[config.mk]
export PLATFORM = sky130hd
export DESIGN_NAME = mcuex_core
export DESIGN_NICKNAME = d
export VERILOG_FILES = /design/src/hdl/mcuex_pkg.sv /design/src/hdl/mcuex_core.sv
export SDC_FILE = /design/constraint.sdc
export NUM_CORES = 1
export LEC_CHECK = 0
export ABC_AREA = 1
export BUFFER_PORTS_ARGS = -buffer_cell sky130_fd_sc_hd__buf_2
export CAP_MARGIN = 10
export CORE_UTILIZATION = 30
export CTS_BUF_LIST = sky130_fd_sc_hd__clkbuf_2 sky130_fd_sc_hd__clkbuf_4 sky130_fd_sc_hd__clkbuf_8
export CTS_CLUSTER_DIAMETER = 120
export DETAILED_ROUTE_END_ITERATION = 8
export HOLD_SLACK_MARGIN = 0.03
export PLACE_DENSITY = 0.58
export SLEW_MARGIN = 10
export SYNTH_ARGS = -nofsm -noshare
export SYNTH_HDL_FRONTEND = slang
export SYNTH_SLANG_ARGS = --single-unit
export TNS_END_PERCENT = 10
[constraint.sdc]
create_clock -name ref_clk -period 2.9 [get_ports ref_clk]
set_input_delay 0.145 -clock ref_clk [delete_from_list [all_inputs] [get_ports ref_clk]]
set_output_delay 0.145 -clock ref_clk [all_outputs]
set_load 0.02 [all_outputs]
[src/hdl/mcuex_pkg.sv]
// Purpose: Constants for the instruction-subset execution unit
// Assumes: 14-bit instruction words, 13-bit program counter
// Notes: Opcode patterns are matched under masks, watchdog clear exactly
package mcuex_pkg;
    localparam int DATA_W = 8;
    localparam int PC_W = 13;
    localparam int INSN_W = 14;
    localparam int FADDR_W = 7;
    localparam int WDT_W = 8;
    localparam int PRE_W = 8;
    // Opcode patterns and masks
    localparam logic [13:0] OP_WDT_CLEAR = 14'h0064;
    localparam logic [13:0] OP_CLR_ACC = 14'h0100;
    localparam logic [13:0] MASK_CLR_ACC = 14'h3f80;
    localparam logic [13:0] OP_CLR_FILE = 14'h0180;
    localparam logic [13:0] MASK_FILE_NODEST = 14'h3f80;
    localparam logic [13:0] OP_DEC_FILE = 14'h0300;
    localparam logic [13:0] OP_COMP_FILE = 14'h0900;
    localparam logic [13:0] OP_DEC_SKIP = 14'h0b00;
    localparam logic [13:0] MASK_FILE_DEST = 14'h3f00;
    localparam logic [13:0] OP_CALL = 14'h2000;
    localparam logic [13:0] MASK_CALL = 14'h3800;
    // Field positions
    localparam int DEST_BIT = 7;
    localparam int UPPER_LO = 3;
    localparam int UPPER_HI = 4;
    // Reset values and increments
    localparam logic [7:0] ZERO_BYTE = 8'h00;
    localparam logic [12:0] PC_RESET = 13'h0000;
    localparam logic [12:0] PC_ONE = 13'h0001;
    localparam logic [7:0] BYTE_ONE = 8'h01;
    localparam logic [7:0] WDT_RESET = 8'h00;
    localparam logic [7:0] PRE_RESET = 8'h00;
endpackage

[src/hdl/mcuex_core.sv]
// Purpose: Executes watchdog clear, call, complement, clears, decrements
// Assumes: One instruction presented per instruction cycle on insn_word
// Notes: File data is read combinationally from the file port
//
// Notes on behaviour
// - Watchdog clear zeroes the watchdog count
// - Watchdog clear also zeroes the prescaler
// - Watchdog clear sets both active-low status bits
// - Call pushes program counter plus one
// - Call loads 11-bit target into low bits
// - Call takes upper bits from upper latch
// - Call takes two cycles, flags untouched
// - Complement inverts file, changes only zero
// - Destination bit picks accumulator or file
// - Clear file writes zero, sets zero
// - Clear accumulator writes zero, sets zero
// - Decrement subtracts one, updates only zero
// - Decrement-skip subtracts one, no flags
// - Zero decrement-skip result turns next instruction into no-op
`timescale 1ns/1ps
module mcuex_core (
    input wire logic ref_clk,
    input wire logic rst,
    input wire logic insn_valid,
    input wire logic [13:0] insn_word,
    input wire logic [7:0] pc_upper_latch,
    input wire logic [7:0] file_rdata,
    output logic [6:0] file_addr,
    output logic [7:0] file_wdata,
    output logic file_we,
    output logic [12:0] pc_out,
    output logic [12:0] stack_top,
    output logic stack_push,
    output logic [7:0] acc_out,
    output logic zero_flag,
    output logic timeout_status_n,
    output logic powerdown_status_n,
    output logic [7:0] watchdog_counter,
    output logic [7:0] watchdog_prescaler,
    output logic busy
);
    // ----------------------------------------------------------------
    // Decode
    // ----------------------------------------------------------------
    typedef enum logic [2:0] {
        MCUEX_NONE, MCUEX_WDT, MCUEX_CALL, MCUEX_COMP,
        MCUEX_CLEAR_FILE_OP, MCUEX_CLEAR_ACCUMULATOR_OP, MCUEX_DEC, MCUEX_DSKIP
    } mcuex_op_t;

    typedef enum logic {MCUEX_RUN, MCUEX_STALL} mcuex_state_t;

    // Match an opcode under a mask
    function automatic logic op_match(input logic [13:0] w, input logic [13:0] pat,
                                      input logic [13:0] msk);
        op_match = ((w & msk) == pat);
    endfunction

    // Zero test of an eight-bit result
    function automatic logic is_zero(input logic [7:0] v);
        is_zero = (v == mcuex_pkg::ZERO_BYTE);
    endfunction

    mcuex_op_t op; // Decoded operation
    mcuex_state_t state_reg; // Run or second-cycle stall
    logic [7:0] result; // Eight-bit result of file ops
    logic to_file; // Destination bit set
    logic exec; // Instruction executes this cycle
    logic [12:0] call_target; // Assembled call address

    // Decode the presented word
    always_comb begin
        if (insn_word == mcuex_pkg::OP_WDT_CLEAR) begin
            op = MCUEX_WDT;
        end else if (op_match(insn_word, mcuex_pkg::OP_CALL, mcuex_pkg::MASK_CALL)) begin
            op = MCUEX_CALL;
        end else if (op_match(insn_word, mcuex_pkg::OP_COMP_FILE,
                              mcuex_pkg::MASK_FILE_DEST)) begin
            op = MCUEX_COMP;
        end else if (op_match(insn_word, mcuex_pkg::OP_CLR_FILE,
                              mcuex_pkg::MASK_FILE_NODEST)) begin
            op = MCUEX_CLEAR_FILE_OP;
        end else if (op_match(insn_word, mcuex_pkg::OP_CLR_ACC,
                              mcuex_pkg::MASK_CLR_ACC)) begin
            op = MCUEX_CLEAR_ACCUMULATOR_OP;
        end else if (op_match(insn_word, mcuex_pkg::OP_DEC_FILE,
                              mcuex_pkg::MASK_FILE_DEST)) begin
            op = MCUEX_DEC;
        end else if (op_match(insn_word, mcuex_pkg::OP_DEC_SKIP,
                              mcuex_pkg::MASK_FILE_DEST)) begin
            op = MCUEX_DSKIP;
        end else begin
            op = MCUEX_NONE;
        end
    end

    // Operand fields and result
    always_comb begin
        file_addr = insn_word[mcuex_pkg::FADDR_W-1:0]; // Seven-bit file address
        to_file = insn_word[mcuex_pkg::DEST_BIT];
        exec = insn_valid && (state_reg == MCUEX_RUN);
        call_target = {pc_upper_latch[mcuex_pkg::UPPER_HI:mcuex_pkg::UPPER_LO],
                       insn_word[10:0]};
        case (op)
            MCUEX_COMP: result = ~file_rdata;
            MCUEX_DEC: result = file_rdata - mcuex_pkg::BYTE_ONE;
            MCUEX_DSKIP: result = file_rdata - mcuex_pkg::BYTE_ONE;
            default: result = mcuex_pkg::ZERO_BYTE;
        endcase
    end

    // ----------------------------------------------------------------
    // File write port
    // ----------------------------------------------------------------
    // Route to file when the destination bit is one, always for clear file
    always_ff @(posedge ref_clk) begin
        if (rst) begin
            file_we <= 1'b0;
            file_wdata <= mcuex_pkg::ZERO_BYTE;
        end else begin
            file_we <= 1'b0;
            file_wdata <= result;
            if (exec) begin
                case (op)
                    MCUEX_CLEAR_FILE_OP: begin
                        file_we <= 1'b1;
                        file_wdata <= mcuex_pkg::ZERO_BYTE;
                    end
                    MCUEX_COMP, MCUEX_DEC, MCUEX_DSKIP: file_we <= to_file;
                    default: file_we <= 1'b0;
                endcase
            end
        end
    end

    // ----------------------------------------------------------------
    // Accumulator and zero flag
    // ----------------------------------------------------------------
    // Accumulator takes results whose destination bit is zero
    always_ff @(posedge ref_clk) begin
        if (rst) begin
            acc_out <= mcuex_pkg::ZERO_BYTE;
        end else if (exec) begin
            case (op)
                MCUEX_CLEAR_ACCUMULATOR_OP: acc_out <= mcuex_pkg::ZERO_BYTE;
                MCUEX_COMP, MCUEX_DEC, MCUEX_DSKIP: begin
                    if (!to_file) begin
                        acc_out <= result;
                    end
                end
                default: acc_out <= acc_out;
            endcase
        end
    end

    // Zero flag; call, decrement-skip and watchdog clear leave it
    always_ff @(posedge ref_clk) begin
        if (rst) begin
            zero_flag <= 1'b0;
        end else if (exec) begin
            case (op)
                MCUEX_CLEAR_FILE_OP, MCUEX_CLEAR_ACCUMULATOR_OP: zero_flag <= 1'b1;
                MCUEX_COMP, MCUEX_DEC: zero_flag <= is_zero(result);
                default: zero_flag <= zero_flag;
            endcase
        end
    end

    // ----------------------------------------------------------------
    // Watchdog and status bits
    // ----------------------------------------------------------------
    // Watchdog clear resets count, prescaler and both status bits
    always_ff @(posedge ref_clk) begin
        if (rst) begin
            watchdog_counter <= mcuex_pkg::WDT_RESET;
            watchdog_prescaler <= mcuex_pkg::PRE_RESET;
            timeout_status_n <= 1'b1;
            powerdown_status_n <= 1'b1;
        end else if (exec && op == MCUEX_WDT) begin
            watchdog_counter <= mcuex_pkg::WDT_RESET;
            watchdog_prescaler <= mcuex_pkg::PRE_RESET;
            timeout_status_n <= 1'b1;
            powerdown_status_n <= 1'b1;
        end
    end

    // ----------------------------------------------------------------
    // Program counter, stack and sequencing
    // ----------------------------------------------------------------
    // Advance or branch the counter, push return address on call
    always_ff @(posedge ref_clk) begin
        if (rst) begin
            pc_out <= mcuex_pkg::PC_RESET;
            stack_top <= mcuex_pkg::PC_RESET;
            stack_push <= 1'b0;
        end else begin
            stack_push <= 1'b0;
            if (exec && op == MCUEX_CALL) begin
                stack_top <= pc_out + mcuex_pkg::PC_ONE;
                stack_push <= 1'b1;
                pc_out <= call_target;
            end else if (insn_valid && state_reg == MCUEX_RUN) begin
                pc_out <= pc_out + mcuex_pkg::PC_ONE;
            end else if (insn_valid) begin
                pc_out <= pc_out + mcuex_pkg::PC_ONE; // Discarded word is passed over
            end
        end
    end

    // Second cycle for call and for a taken skip
    always_ff @(posedge ref_clk) begin
        if (rst) begin
            state_reg <= MCUEX_RUN;
        end else begin
            case (state_reg)
                MCUEX_RUN: begin
                    if (exec && op == MCUEX_CALL) begin
                        state_reg <= MCUEX_STALL;
                    end else if (exec && op == MCUEX_DSKIP && is_zero(result)) begin
                        state_reg <= MCUEX_STALL;
                    end
                end
                MCUEX_STALL: begin
                    if (insn_valid) begin
                        state_reg <= MCUEX_RUN; // Fetched word runs as no-op
                    end
                end
                default: state_reg <= MCUEX_RUN;
            endcase
        end
    end

    // Busy while the next presented word is being discarded
    always_comb begin
        busy = (state_reg == MCUEX_STALL);
    end
endmodule

After elaboration in Yosys (flattened, before gate mapping)
Cells that the tools add are included.
{ "op_classes": {"n_bitwise": 3, "n_eq_ne": 14, "mux": 22, "addsub": 2, "n_reduce_logical": 15} }
{ "op_table": {"columns": ["operator", "n"], "rows": [
  ["$mux 13", 3],
  ["$pmux 8 s2", 2],
  ["$mux 8", 3],
  ["$mux 3", 7],
  ["$eq 3x3->1 const B", 5],
  ["$eq 14x7->1 const B", 1],
  ["$eq 7x2->1 const B", 2],
  ["$add 13x1->13 const B", 1],
  ["$eq 6x4->1 const B", 2],
  ["$logic_not 8->1", 1],
  ["$not 8->8", 1],
  ["$reduce_or 2->1", 4],
  ["$sub 8x1->8 const B", 1],
  ["$eq 3x2->1 const B", 2],
  ["$eq 6x2->1 const B", 1],
  ["$pmux 1 s2", 3],
  ["$logic_and 1x1->1", 4],
  ["$mux 1", 4],
  ["$reduce_bool 2->1", 2],
  ["$reduce_and 3->1", 1],
  ["$reduce_bool 3->1", 1],
  ["$reduce_or 3->1", 1],
  ["$ne 2x2->1 const B", 1],
  ["$not 1->1", 2],
  ["$reduce_and 2->1", 1]
]} }
{ "totals": {"ff_bits": 46, "input_bits": 33, "elab_cells": 64, "output_inout_bits": 71} }

Longest topological paths before layout
{ "logic_depth": {"word_depth": 16, "ltp_mapped": 11, "ltp_nobuf": 11} }

Least setup slack after synthesis
No wires, ideal clock.
{ "synth_path": {"path_type": "reg-to-reg", "from": "register pc_out[0]", "to": "register stack_top[12]", "path_buffers": 0, "setup_slack_ns": 1.209, "setup_ns": 0.114, "period_less_slack_ns": 1.691, "path_stages_with_launch": 10, "arrival_time_ns": 1.578, "required_ns": 2.786, "cell_sequence": "dfxtp_1 ha_1 nand3_1 nor2_1 nand2_1 nor3_2 nand2_1 xor2_1 o21bai_1 inv_1"} }
{ "synth_via": {"elab_chain_len": 1} }
{ "synth_rtl": {"columns": ["item", "line_no", "text"], "rows": [
  ["from (decl)", "mcuex_core.sv:31", "output logic [12:0] pc_out,"],
  ["from (signal assigned)", "mcuex_core.sv:192", "pc_out <= mcuex_pkg::PC_RESET;"],
  ["from (signal assigned)", "mcuex_core.sv:200", "pc_out <= call_target;"],
  ["from (signal assigned)", "mcuex_core.sv:202", "pc_out <= pc_out + mcuex_pkg::PC_ONE;"],
  ["$add 13x1->13", "mcuex_core.sv:198", "stack_top <= pc_out + mcuex_pkg::PC_ONE;"],
  ["to (signal assigned)", "mcuex_core.sv:193", "stack_top <= mcuex_pkg::PC_RESET;"],
  ["to (signal assigned)", "mcuex_core.sv:198", null],
  ["to (decl)", "mcuex_core.sv:32", "output logic [12:0] stack_top,"]
]} }
Every way passes these cells.
A chain may end at the register's enable or synchronous reset.

Worst setup path after layout
{ "layout_path": {"from": "register pc_out[0]", "to": "register pc_out[12]"} }
{ "layout_via": {"elab_chain_len": 4} }
{ "layout_rtl": {"columns": ["item", "line_no", "text"], "rows": [
  ["$add 13x1->13 *", "mcuex_core.sv:202, mcuex_core.sv:204", null],
  ["$mux 13", "mcuex_core.sv:203", "end else if (insn_valid) begin"],
  ["$mux 13 *", "mcuex_core.sv:201", "end else if (insn_valid && state_reg == MCUEX_RUN) begin"],
  ["$mux 13 *", "mcuex_core.sv:197", "if (exec && op == MCUEX_CALL) begin"]
]} }
Mark *: on every way between the ends. The rest lies on a longest branch, timed or not. The select of a mux whose other input is x is not followed.

==> qor.yml <==
run_status:
  status: "completed"
die:
  dieHeight_um: 93.4
  start_util: 0.318
  die_w_um: 93.4
  num_rows: 32
  die_area_um2: 8730
  core-area_um2: 7890
  pin_count: 104
global_route:
  grt.total_usage: 0.154
  grt_max_degree: 35
  antenna_found_initial: 0
  grt_pass1_wl_um: 10300
  grt_util_met1: 0.215
  grt_remaining_overflow: 0
  grt_pass1_vias: 2105
  busiest_layer: "met2"
  use_met3: 0.0333
  globalRouteMet2Util: 0.230
power:
  seqPwrFrac: 0.521
  p_sw_mw: 0.380
  power_density_nw_per_um2: 426
  comb_power_share: 0.151
  max-vdd-ir-drop_mv: 0.181
  clkPwrFrac: 0.328
  p_int_mw: 0.882
  switching_share: 0.301
  leakagePower_nw: 1.50
logic_synthesis:
  ys.flop_type: "dfxtp_1"
  synth_edf_count: 0
  yosysSeqAreaShare: 0.367
  synth_warnings: 0
  synthCells: 366
  synth_area_um2: 2510
  synth-async-reset-ratio: 0
  ys_ff_latch: 46
  yosysUniqueCellTypes: 36
  avgSynthCellArea_um2: 6.85
clock_tree:
  cts_inserted_buffers: 5
  clock_sinks: 46
  postCtsHoldBufs: 0
  clk_pin_slew_worst_paths_ps: 90
  clockRootBuffer: "clkbuf_8"
  h-tree-depth: 2
  clock_latency_ps: 300
  cts_resized: 0
  clk_path_buf_depth: 2
  cts_tree: "done"
  cts_setup_buffers: 0
timing:
  rsz0062_at_grt: "no"
  slew_headroom: 0.489
  fin_crit_sh: 0.626
  tightest_slew_ps: 764
  setup_viol: 0
  slew_viol_final: 0
  fin_crit_ps: 1810
  clock.fmax_mhz: 551
  fin_setup_tns_ps: 0
  hold_viol_final: 0
  finClkSkew_ps: 4.13
place:
  gp_congestion: 0.812
  port_buffers: 79
  hpwlAfterDp_um: 4850
job:
  cap_violations: 0
detailed_routing:
  drc: 0
  wirelength_um: 6520
  vias_per_cell: 4.47
  vias: 2400
  first_pass_iters: 4
  routedWlPerCell_um: 12.1
  ant_nets: 0
  drt_iter0_markers: 92
worst_setup_path:
  slowest_stage: "dfxtp_1"
  path_delay_family: "simple AND/OR/NAND/NOR gates"
  critPathMaxFanout: 6
  cpMostUsedCell: "nand2_1"
  r2r-start: "pc_out[0]$_SDFFE_PP0P_"
  critPathMaxStageDelay_ps: 430
  critPathArrivalTime_ps: 2050
  cp-start-kind: "flop"
  rr_worst_depth: 9
  crit_type: "reg -> reg"
  reg2reg_slack_ps: 1090
  path_buf_inv: 0
  cp_data_required_time_ps: 3140
  path_cells: "ha_1 > nand3_1 > nor2_1 > nand2_1 > nor3_2 > nand2_1 > xor2_1 > nand2_1 > a21oi_1"
  worstReg2RegEnd: "pc_out[12]$_SDFFE_PP0P_"
  end_kind: "flop"
hold_path:
  hp-class: "in -> reg"
  holdPathEnd: "pc_out[2]$_SDFFE_PP0P_"
  min_from: "insn_word[2]"
  whs_path_depth: 3
final_layout:
  nNetsFinal: 469
  final_common_cell: "buf_2"
  antenna_cells: 0
  drive_gt1_frac: 0.248
  area_growth_pct: 18.1
  post-route-util: 0.375
  final_cell_mix: "79 x buf_2, 72 x nand2_1, 54 x nor2_1"
## worst max-delay path by stage
stage | from | end | slack (ps) | cells past startpoint
3_3_place_gp | insn_valid | pc_out[2]$_SDFFE_PP0P_ | 1100 | 5
5_1_grt | pc_out[0]$_SDFFE_PP0P_ | pc_out[12]$_SDFFE_PP0P_ | 840 | 9
4_1_cts | busy$_SDFF_PP0_ | pc_out[10]$_SDFFE_PP0P_ | 1090 | 7
6_report | pc_out[0]$_SDFFE_PP0P_ | pc_out[12]$_SDFFE_PP0P_ | 1090 | 9
2_1_floorplan | pc_out[0]$_SDFFE_PP0P_ | stack_top[12]$_SDFFE_PP0P_ | 1210 | 9
3_5_place_dp | busy$_SDFF_PP0_ | pc_out[10]$_SDFFE_PP0P_ | 1110 | 7
## routing by layer
layer | vias to the layer above | wire length, um
met4 | 0 | 76
met3 | 5 | 380
met2 | 70 | 2830
li1 | 1260 | -
met5 | - | 0
met1 | 1065 | 3230
## cells in the mapped netlist, types with 3 or more instances
master / count / area, um2
buf_2: 5 / 25.0
clkbuf_1: 6 / 22.5
buf_4: 25 / 188
o21ai_0: 15 / 75.1
dfxtp_1: 46 / 921
nand3_1: 26 / 130
xor2_1: 8 / 70.1
nand4_1: 4 / 25.0
nor2_2: 3 / 18.8
inv_1: 35 / 131
nor3_1: 3 / 15.0
a31oi_1: 6 / 37.5
nor2_1: 54 / 203
nand2_1: 72 / 270
inv_2: 5 / 18.8
o21ai_1: 5 / 25.0
a21oi_1: 23 / 115
## per-stage QoR
| step | worst slack [ps] | instance area (um2) | std cells | power, mW | hold WS (ps) |
|---|---|---|---|---|---|
| CTS | 1090 | 2960 | 537 | 1.28 | 97.3 |
| floorplan | 1210 | 2570 | 382 | 0.821 | 286 |
| global placement | 1100 | 2870 | 529 | 0.861 | 411 |
| global route | 837 | 2960 | 537 | 1.33 | 101 |
| detailed placement | 1110 | 2870 | 529 | 0.864 | 417 |
| finish | 1090 | 2960 | 537 | 1.26 | 98.6 |
## state kept, by name, summed over array words and instances (netlist names)
signal / flops
acc_out: 8
busy: 1
file_wdata: 8
file_we: 1
pc_out: 13
stack_push: 1
stack_top: 13
zero_flag: 1
## kinds of logic (layout without fill, tap and decap cells)
family	Yosys count	count (layout)	synth area share
adders and majority gates	2	2	0.00997
other	2	18	0.00299
xor gates and xnor gates	9	9	0.0314
DFF	46	46	0.367
AOI/OAI and AO/OA	56	56	0.127
and+or+nand+nor	173	173	0.303
buffers and inverters	78	131	0.159
## worst register-to-register path: cells and delay by family, from the launching register on
kind            cells  cell delay, ps
simple gates        6             790
flops               1             430
fa+ha+maj           1             220
xor+xnor            1             190
compound gates      1             140
## area by class of cell
cell class                 count  area [um2]
tap                          102         128
sequential                    46         921
clock inverter                 2        13.8
timing repair buffer          81         410
inverter                      42         163
multi-input combinational    258        1250
fill                         875        4930
clock buffer                   6        76.3
## power by group through the flow
stage / clock [mW] / combinational, mW / sequential (mW)
global route: 0.458 / 0.211 / 0.660
global placement: 0 / 0.189 / 0.672
finish: 0.413 / 0.191 / 0.657
detailed placement: 0 / 0.191 / 0.672
floorplan: 0 / 0.133 / 0.689
CTS: 0.431 / 0.192 / 0.658
Note: power is estimated with default switching activity, not from simulation.
